==> src/hdl/gpio_params.svh <==
// Constants for the parallel I/O port block: register map, port layout and reset values.
// Behaviour
// - Writing an input pin only loads its latch
// - Reading an input pin returns sampled pin level
// - Input pin read-modify-write sources the pin level
// - Output pin write updates latch and drives pin
// - Reading an output pin returns its latch
// - Output pin read-modify-write sources the latch
// - Every pin sampled each clock regardless of direction
// - Ports 2,3,4,6,7,8 offer per-bit open drain
// - TTL thresholds by default, CMOS selectable everywhere
// - One threshold bit per byte of each port
// - Direction and drive mode independent of threshold
// - Port 3 has fifteen lines, line 14 absent
// - Port 5 is sixteen input-only lines
// - Ports 0 and 1 split into addressable bytes
// - Ports 4,6,7,8 eight lines, port 2 sixteen
// - Alternate output drives latch AND alternate data
// - After reset every pin is input, undriven
`ifndef GPIO_PARAMS_SVH
`define GPIO_PARAMS_SVH

`define NUM_PORTS 11
`define LANE_W 16
`define ADDR_W 9
`define DATA_W 32

// Port lane indices.
`define IDX_P0L 4'h0
`define IDX_P0H 4'h1
`define IDX_P1L 4'h2
`define IDX_P1H 4'h3
`define IDX_P2 4'h4
`define IDX_P3 4'h5
`define IDX_P4 4'h6
`define IDX_P5 4'h7
`define IDX_P6 4'h8
`define IDX_P7 4'h9
`define IDX_P8 4'hA

// Address layout: region in bits 8..6, lane index in bits 5..2.
`define REGION_MSB 8
`define REGION_LSB 6
`define INDEX_MSB 5
`define INDEX_LSB 2
`define REGION_DATA 3'h0
`define REGION_DIR 3'h1
`define REGION_OD 3'h2
`define REGION_THR 3'h3
`define REGION_SET 3'h4
`define REGION_CLR 3'h5
`define REGION_TGL 3'h6
`define REGION_PIN 3'h7
`define THR_INDEX 4'h0
`define EXT_THR_INDEX 4'h1

// Line masks.
`define MASK_BYTE 16'h00FF
`define MASK_WORD 16'hFFFF
`define MASK_P3 16'hBFFF
`define MASK_NONE 16'h0000

// Threshold register widths.
`define THR_W 8
`define EXT_THR_W 6

// Reset values.
`define RESET_LATCH 16'h0000
`define RESET_DIR 16'h0000
`define RESET_OD 16'h0000
`define RESET_THR 8'h00
`define RESET_EXT_THR 6'h00
`define RESET_RDATA 32'h0000_0000

`endif

==> src/hdl/gpio_pkg.sv <==
// Types shared by the parallel I/O port block.
`include "gpio_params.svh"
package gpio_pkg;
   typedef logic [`LANE_W-1:0] port_word_t;
   typedef logic [`NUM_PORTS-1:0][`LANE_W-1:0] port_vec_t;
   typedef logic [`ADDR_W-1:0] bus_addr_t;
   typedef logic [`DATA_W-1:0] bus_data_t;
   typedef logic [3:0] lane_idx_t;
   typedef logic [2:0] region_t;
   typedef enum logic [0:0] {
      BUS_IDLE = 1'b0,
      BUS_ANSWER = 1'b1
   } bus_state_t;
endpackage : gpio_pkg

==> src/hdl/parallel_io_ports.sv <==
// Parallel I/O ports with latches, direction, open drain and threshold control on Avalon-MM.
`timescale 1ns/100ps
`include "gpio_params.svh"
module parallel_io_ports (
   // Clock and reset.
   input wire logic clk_sys,
   input wire logic reset_n,
   // Avalon-MM slave.
   input wire gpio_pkg::bus_addr_t address,
   input wire logic read,
   input wire logic write,
   input wire gpio_pkg::bus_data_t writedata,
   input wire logic [3:0] byteenable,
   output gpio_pkg::bus_data_t readdata,
   output logic waitrequest,
   // Pads, one 16-bit lane per port or port half.
   input wire gpio_pkg::port_vec_t pad_in,
   output gpio_pkg::port_vec_t pad_out,
   output gpio_pkg::port_vec_t pad_oe,
   // Alternate output functions.
   input wire gpio_pkg::port_vec_t alt_out_en,
   input wire gpio_pkg::port_vec_t alt_out_data,
   // Input threshold selects to the pad cells, 1 selects CMOS.
   output logic [`THR_W-1:0] threshold_select_reg,
   output logic [`EXT_THR_W-1:0] ext_threshold_select_reg
);
   import gpio_pkg::*;

   // Lines that exist in each lane; unused upper bytes and the missing port 3 line stay zero.
   function automatic port_word_t impl_mask(input lane_idx_t idx);
      case (idx)
         `IDX_P0L: impl_mask = `MASK_BYTE;
         `IDX_P0H: impl_mask = `MASK_BYTE;
         `IDX_P1L: impl_mask = `MASK_BYTE;
         `IDX_P1H: impl_mask = `MASK_BYTE;
         `IDX_P2: impl_mask = `MASK_WORD;
         `IDX_P3: impl_mask = `MASK_P3;
         `IDX_P4: impl_mask = `MASK_BYTE;
         `IDX_P5: impl_mask = `MASK_WORD;
         `IDX_P6: impl_mask = `MASK_BYTE;
         `IDX_P7: impl_mask = `MASK_BYTE;
         `IDX_P8: impl_mask = `MASK_BYTE;
         default: impl_mask = `MASK_NONE;
      endcase
   endfunction : impl_mask

   // Lines that have an output driver; port 5 listens only.
   function automatic port_word_t out_mask(input lane_idx_t idx);
      case (idx)
         `IDX_P5: out_mask = `MASK_NONE;
         default: out_mask = impl_mask(idx);
      endcase
   endfunction : out_mask

   // Lines that offer the open drain option.
   function automatic port_word_t od_mask(input lane_idx_t idx);
      case (idx)
         `IDX_P2: od_mask = impl_mask(idx);
         `IDX_P3: od_mask = impl_mask(idx);
         `IDX_P4: od_mask = impl_mask(idx);
         `IDX_P6: od_mask = impl_mask(idx);
         `IDX_P7: od_mask = impl_mask(idx);
         `IDX_P8: od_mask = impl_mask(idx);
         default: od_mask = `MASK_NONE;
      endcase
   endfunction : od_mask

   // Byte-enabled merge of a 16-bit write into an old value.
   function automatic port_word_t merge16(input port_word_t old, input port_word_t wdata, input logic [1:0] be);
      merge16 = {be[1] ? wdata[15:8] : old[15:8], be[0] ? wdata[7:0] : old[7:0]};
   endfunction : merge16

   // Value a port read shows: the latch where the line drives, the pin where it listens.
   function automatic port_word_t port_view(input port_word_t dir_w, input port_word_t latch_w, input port_word_t pin_w);
      port_view = (dir_w & latch_w) | (~dir_w & pin_w);
   endfunction : port_view

   // Bit operation of a read-modify-write region on its source word.
   function automatic port_word_t rmw_apply(input region_t reg_sel, input port_word_t src, input port_word_t op);
      case (reg_sel)
         `REGION_SET: rmw_apply = src | op;
         `REGION_CLR: rmw_apply = src & ~op;
         `REGION_TGL: rmw_apply = src ^ op;
         default: rmw_apply = src;
      endcase
   endfunction : rmw_apply

   port_vec_t latch;
   port_vec_t dir;
   port_vec_t od;
   port_vec_t pin_sample;
   bus_state_t state;

   // Bus decode.
   wire region_t region = address[`REGION_MSB:`REGION_LSB];
   wire lane_idx_t idx = address[`INDEX_MSB:`INDEX_LSB];
   wire idx_ok = (idx <= `IDX_P8);
   wire lane_idx_t sel_idx = idx_ok ? idx : `IDX_P0L;
   wire take = (state == BUS_IDLE) && (read || write);
   wire commit = (state == BUS_ANSWER) && write;
   wire [1:0] be16 = byteenable[1:0];
   wire port_word_t wd16 = writedata[15:0];
   wire port_word_t op16 = wd16 & {{8{be16[1]}}, {8{be16[0]}}};
   wire port_word_t sel_mask = impl_mask(sel_idx);

   // Region decode.
   wire is_data = (region == `REGION_DATA);
   wire is_dir = (region == `REGION_DIR);
   wire is_od = (region == `REGION_OD);
   wire is_thr = (region == `REGION_THR);
   wire is_set = (region == `REGION_SET);
   wire is_clr = (region == `REGION_CLR);
   wire is_tgl = (region == `REGION_TGL);
   wire is_pin = (region == `REGION_PIN);
   wire is_rmw = is_set || is_clr || is_tgl;

   // Port reads: driven lines show the latch, others the sampled pin.
   wire port_word_t sel_port_view = port_view(dir[sel_idx], latch[sel_idx], pin_sample[sel_idx]) & sel_mask;
   wire port_word_t rd_dir = dir[sel_idx];
   wire port_word_t rd_od = od[sel_idx];
   wire port_word_t rd_pin = pin_sample[sel_idx] & sel_mask;

   // Read-modify-write regions read back as zero; they exist only as write strobes.
   wire port_word_t rd16 =
      !idx_ok ? `MASK_NONE :
      is_data ? sel_port_view :
      is_dir ? rd_dir :
      is_od ? rd_od :
      is_pin ? rd_pin :
      `MASK_NONE;

   wire bus_data_t rd_thr =
      (idx == `THR_INDEX) ? {{(`DATA_W-`THR_W){1'b0}}, threshold_select_reg} :
      (idx == `EXT_THR_INDEX) ? {{(`DATA_W-`EXT_THR_W){1'b0}}, ext_threshold_select_reg} :
      `RESET_RDATA;

   wire bus_data_t next_readdata = is_thr ? rd_thr : {16'h0000, rd16};

   // One wait cycle per access: the request is taken in IDLE, answered in ANSWER.
   always_ff @(posedge clk_sys or negedge reset_n) begin
      if (!reset_n) begin
         state <= BUS_IDLE;
         waitrequest <= 1'b1;
         readdata <= `RESET_RDATA;
      end else begin
         case (state)
            BUS_IDLE: begin
               if (take) begin
                  state <= BUS_ANSWER;
                  waitrequest <= 1'b0;
                  readdata <= read ? next_readdata : `RESET_RDATA;
               end
            end
            BUS_ANSWER: begin
               state <= BUS_IDLE;
               waitrequest <= 1'b1;
            end
            default: begin
               state <= BUS_IDLE;
               waitrequest <= 1'b1;
            end
         endcase
      end
   end

   // Threshold selects, one bit per byte of each port; they never touch direction or drive mode.
   // First select register, a set bit picks CMOS levels:
   // bit 0 port 0 low byte, bit 1 port 0 high byte,
   // bit 2 port 1 low byte, bit 3 port 1 high byte,
   // bit 4 port 2 low byte, bit 5 port 2 high byte,
   // bit 6 port 3 low byte, bit 7 port 3 high byte.
   // Second select register:
   // bit 0 port 4, bit 1 port 5 low byte, bit 2 port 5 high byte,
   // bit 3 port 6, bit 4 port 7, bit 5 port 8.
   // Both are plain selects to the pad cells; the sampled level stays digital here.
   wire thr_hit = commit && is_thr && (idx == `THR_INDEX) && be16[0];
   wire ext_thr_hit = commit && is_thr && (idx == `EXT_THR_INDEX) && be16[0];

   always_ff @(posedge clk_sys or negedge reset_n) begin
      if (!reset_n) begin
         threshold_select_reg <= `RESET_THR;
         ext_threshold_select_reg <= `RESET_EXT_THR;
      end else begin
         if (thr_hit) begin
            threshold_select_reg <= writedata[`THR_W-1:0];
         end
         if (ext_thr_hit) begin
            ext_threshold_select_reg <= writedata[`EXT_THR_W-1:0];
         end
      end
   end

   // Per-lane latch, direction, drive mode and pad logic.
   genvar g;
   generate
      for (g = 0; g < `NUM_PORTS; g = g + 1) begin : lane
         localparam lane_idx_t LIDX = lane_idx_t'(g);
         wire port_word_t omask = out_mask(LIDX);
         wire port_word_t dmask = od_mask(LIDX);
         wire hit = commit && (idx == LIDX);
         // Read-modify-write source: latch for outputs, pin for inputs.
         wire port_word_t rmw_src = port_view(dir[g], latch[g], pin_sample[g]);
         // Data writes load the latch whatever the direction; only the enable decides the pin.
         wire port_word_t data_val = merge16(latch[g], wd16, be16) & omask;
         wire port_word_t rmw_val = rmw_apply(region, rmw_src, op16) & omask;
         wire data_hit = hit && is_data;
         wire rmw_hit = hit && is_rmw;
         wire dir_hit = hit && is_dir;
         wire od_hit = hit && is_od;
         wire port_word_t next_latch =
            data_hit ? data_val :
            rmw_hit ? rmw_val :
            latch[g];
         wire port_word_t next_dir = dir_hit ? merge16(dir[g], wd16, be16) & omask : dir[g];
         wire port_word_t next_od = od_hit ? merge16(od[g], wd16, be16) & dmask : od[g];
         // Alternate output data is ANDed with the latch where enabled.
         wire port_word_t drive_val = latch[g] & (alt_out_data[g] | ~alt_out_en[g]);
         // Open drain lines only ever pull low; push-pull lines drive both levels.
         wire port_word_t next_oe = dir[g] & (~od[g] | ~drive_val) & omask;
         wire port_word_t next_out = drive_val & ~od[g] & omask;
         // Absent lines sample as zero so no read can show a floating pad.
         wire port_word_t next_sample = pad_in[g] & impl_mask(LIDX);

         // Control state: latch, direction and drive mode.
         always_ff @(posedge clk_sys or negedge reset_n) begin
            if (!reset_n) begin
               latch[g] <= `RESET_LATCH;
               dir[g] <= `RESET_DIR;
               od[g] <= `RESET_OD;
            end else begin
               latch[g] <= next_latch;
               dir[g] <= next_dir;
               od[g] <= next_od;
            end
         end

         // Pad drive is registered so a decode change never glitches a pin.
         always_ff @(posedge clk_sys or negedge reset_n) begin
            if (!reset_n) begin
               pad_oe[g] <= `MASK_NONE;
               pad_out[g] <= `MASK_NONE;
            end else begin
               pad_oe[g] <= next_oe;
               pad_out[g] <= next_out;
            end
         end

         // Pins are sampled on every clock, whatever their direction.
         always_ff @(posedge clk_sys or negedge reset_n) begin
            if (!reset_n) begin
               pin_sample[g] <= `MASK_NONE;
            end else begin
               pin_sample[g] <= next_sample;
            end
         end
      end
   endgenerate
endmodule : parallel_io_ports

==> config.mk <==
export PLATFORM = sky130hd
export DESIGN_NAME = parallel_io_ports
export DESIGN_NICKNAME = d
export VERILOG_FILES = /design/src/hdl/gpio_pkg.sv /design/src/hdl/parallel_io_ports.sv
export VERILOG_INCLUDE_DIRS = /design/src /design/src/hdl
export SDC_FILE = /design/constraint.sdc
export NUM_CORES = 1
export LEC_CHECK = 0
export ABC_CLOCK_PERIOD_IN_PS = 1950
export BUFFER_PORTS_ARGS = -buffer_cell sky130_fd_sc_hd__buf_2
export CORE_AREA = 2 2 376 378
export CTS_BUF_LIST = sky130_fd_sc_hd__clkbuf_16
export DETAILED_ROUTE_END_ITERATION = 6
export DIE_AREA = 0 0 378 380
export PLACE_DENSITY = 0.52
export SLEW_MARGIN = 20
export SYNTH_ARGS = -nofsm -noshare
export SYNTH_HDL_FRONTEND = slang
export SYNTH_SLANG_ARGS = --single-unit
==> constraint.sdc <==
create_clock -name clk_sys -period 1.95 [get_ports clk_sys]
set_input_delay 0.585 -clock clk_sys [delete_from_list [all_inputs] [get_ports clk_sys]]
set_output_delay 0.585 -clock clk_sys [all_outputs]
set_load 0.03 [all_outputs]
==> impl_results.md <==
* Die Height at 380 um
* Synth area leaders: dfrtp_1, ha_1, mux2i_1
* Sequential power share at 0.377
* FMAX at 0.4544 GHz
* Routed WL at 175,800 um
* Tot GR Track Use at 0.2377
* Critical Path Fanout Max at 2
* GP Congestion at 0.9882
* Avg Cell Area, Syn at a little under 10 um2
* WP data arrival at 2780 ps
* Max_slew headroom at 0.5312
* First-pass GRT wire length at 239,300 um
* Cts bufs inserted at 77
* Max clock buf depth at 3
* Iteration-0 DRC count of the detailed router at 2,704
* RSZ-0062 raised after global routing: true
* Post-synthesis sequential area ratio at 0.4465
* Reg2Reg Depth at 9
* Async SR Flop Fraction at 1.000
* Rows at 137
* Internal power at 25,030 uW
* Starting Density at 0.2360
* Pre-antenna DRT Iters at 7
* Comb power frac at 0.213
* LEAKAGE at approximately 0.023 uW
* HP Start: pad_in[102]
* Layout cells sized above 1 at 0.3796
* Final hold violations at 0
* Yosys cell types at 78
* Clock Tree Root: clkbuf_16
* Number of global-route vias before repair at 30,240
* Max reg flops at 111
* CP startpoint: pin_sample[37]
* Yosys reg bits at 586
* Post-DRT Antenna Nets at 0
* Largest net degree at the start of global routing at 62
* Hold WC Path Type: in2reg
* Dpl hpwl at 139,500 um
* CORE AREA at 139,200 um2
* Tightest Pin Transition at between 700 and 800 ps
* Avg WL per Cell at 27.37 um
* TritonCTS clock tree: built
* Critical Path Source Type: flip-flop
* DR vias/cell at just under 5
* I/O pin cnt at 976
* Worst-Skew Late Latency at 710 ps
* Initial antenna violation count at 31
* Placed insts at 6,149
* Via count at ~30,000
* Die width at between 300 and 400 um
* RR Startpoint: pin_sample[37]
* Clock power frac at 0.410
* DRC viols at 2
* Sw Ratio at 0.3199
* CTS H-tree depth at 3
* Final clock period utilization by the worst path at 1.129
* Final core occ at 0.3412
* Grt ovf at 0
* Nets at 5,244
* Layout Area Growth over Synthesis at 44.57%
* Most flops, register: pin_sample
* VDD IR max at 586.7 uV
* Max-cap violations at 0
* Net Sw Power at 11,770 uW
* Top cell type's share of synthesized area at 0.4457
* Number of max-slew violations in the final report at 0
* Setup_tns at -907.1 ps
* Crit path capture type: flip-flop
* Port bufs at 550
* CTS clock-pin slew for the worst setup and hold paths at 70 ps
* Failing checks: design-rule violations, negative setup slack
* Clock skew at 37.71 ps
* Area of the mapped netlist at about 33,000 um2
* Final Non-Filler Cells at 6,422
* Critical Path RT at 2530 ps
* Primary FF master, synth: dfrtp_1
* Area of the die at 143,600 um2
* Clock sink count at 586
* Number of synthesized flops with an enable pin at 0
* Status: complete, but fails checks
* Setup ws final at -250.6 ps
* Final hold slack at 41.81 ps
* Cell count after synthesis at 3,315
* Worst Hold Depth at 1
* Ys Warns at 0
* Crit path kind: reg2reg
* Post-synth top area cell: dfrtp_1
* Final setup fails at 8
* Cell Pwr Density at 774.9 nW/um2
* Min cycle time layout at 2201 ps
[cells in the mapped netlist, drive strengths merged, types with 36 or more instances]
cell,n
buf,251
dfrtp,585
nand2,289
o22ai,95
nand2b,52
a22oi,90
o21ai,306
ha,190
o21a,36
inv,315
nor2,116
clkbuf,110
a21oi,109
a31oi,54
mux2i,194
mux2,166
[cells by family (layout without fill, tap and decap cells)]
| logic type | Yosys count | in the layout | synth area share |
|---|---|---|---|
| compound gates | 898 | 898 | 0.1753 |
| fa+ha+maj | 190 | 190 | 0.07237 |
| buf+inv | 677 | 1723 | 0.1022 |
| flops | 586 | 586 | 0.4465 |
| mux | 360 | 360 | 0.1160 |
| other cells | 1 | 185 | 0.0001142 |
| simple gates | 603 | 604 | 0.08753 |
[stage by stage]
step                      area, um2  worst slack, ps  total power [uW]
after CTS                     46570           -213.9             36920
after global routing          47470           -361.9             38230
after detailed placement      42480            -1080             21270
final                         47490           -250.6             36800
after floorplan               34310           -279.9             17480
after global placement        42480            -1081             21210
[what timing repair did]
item                                    CTS  global route
endpoints found under the setup margin  116            92
pin swaps                                27            40
setup buffers                            10            22
gates cloned                              0             2
resized for setup                       132           181
hold buffers                             96             0
hold endpoints to repair                106             0
[critical path: stages, from the launching register on]
cell and delay (ps):
dfrtp_2 460, or3b_1 400, a31oi_1 180, buf_4 140, nor2_1 50, a221oi_2 290
buf_4 170, a21oi_2 50, a221oi_2 290, a211oi_1 60
[area by class of cell]
cell class                      count  area [um2]
Clock inverter                     62       654.4
Timing Repair Buffer             1266        9691
Inverter                          316        1191
Sequential cell                   586       14730
Multi-Input combinational cell   2230       16880
Tap cell                         1876        2347
Fill cell                       14260       91700
Clock buffer                       79        1977
Antenna cell                        7       17.52
[per-layer routing]
layer | routed length (um) | global-route usage
met1 | 77870 | 0.3288
met2 | 78160 | 0.3695
met3 | 13460 | 0.04728
met4 | 6246 | 0.07754
met5 | 57 | 0
[path summary, 6_finish.rpt]
check                             endpoint  slack [ps]
min in group asynchronous       latch[161]         440
max                            readdata[5]        -250
max reg2reg                    readdata[5]        -250
max in group asynchronous    pin_sample[1]         650
min reg2reg                    pad_out[96]         420
min                        pin_sample[102]          40
[layout by cell type (no fill, tap or decap), types with 43 or more instances in the layout]
master	instances
inv_1	322
dfrtp_1	535
ha_1	187
buf_12	84
a22oi_1	89
buf_2	515
a31oi_1	48
nand2b_1	44
nor2_1	96
dlygate4sd3_1	96
conb_1	178
o21ai_1	43
buf_4	533
mux2_2	138
dfrtp_2	50
nand2_1	264
a21oi_1	97
o22ai_1	93
o21ai_0	255
clkbuf_16	80
mux2i_1	147
[power by group through the flow]
stage | Clock (uW) | Sequential, uW | Combinational, uW
3_5_place_dp | 0 | 14000 | 7300
3_3_place_gp | 0 | 14000 | 7220
4_1_cts | 15500 | 13800 | 7620
2_1_floorplan | 0 | 14100 | 3420
6_report | 15100 | 13900 | 7840
5_1_grt | 15900 | 13900 | 8390
(Power assumes the default switching activity.)
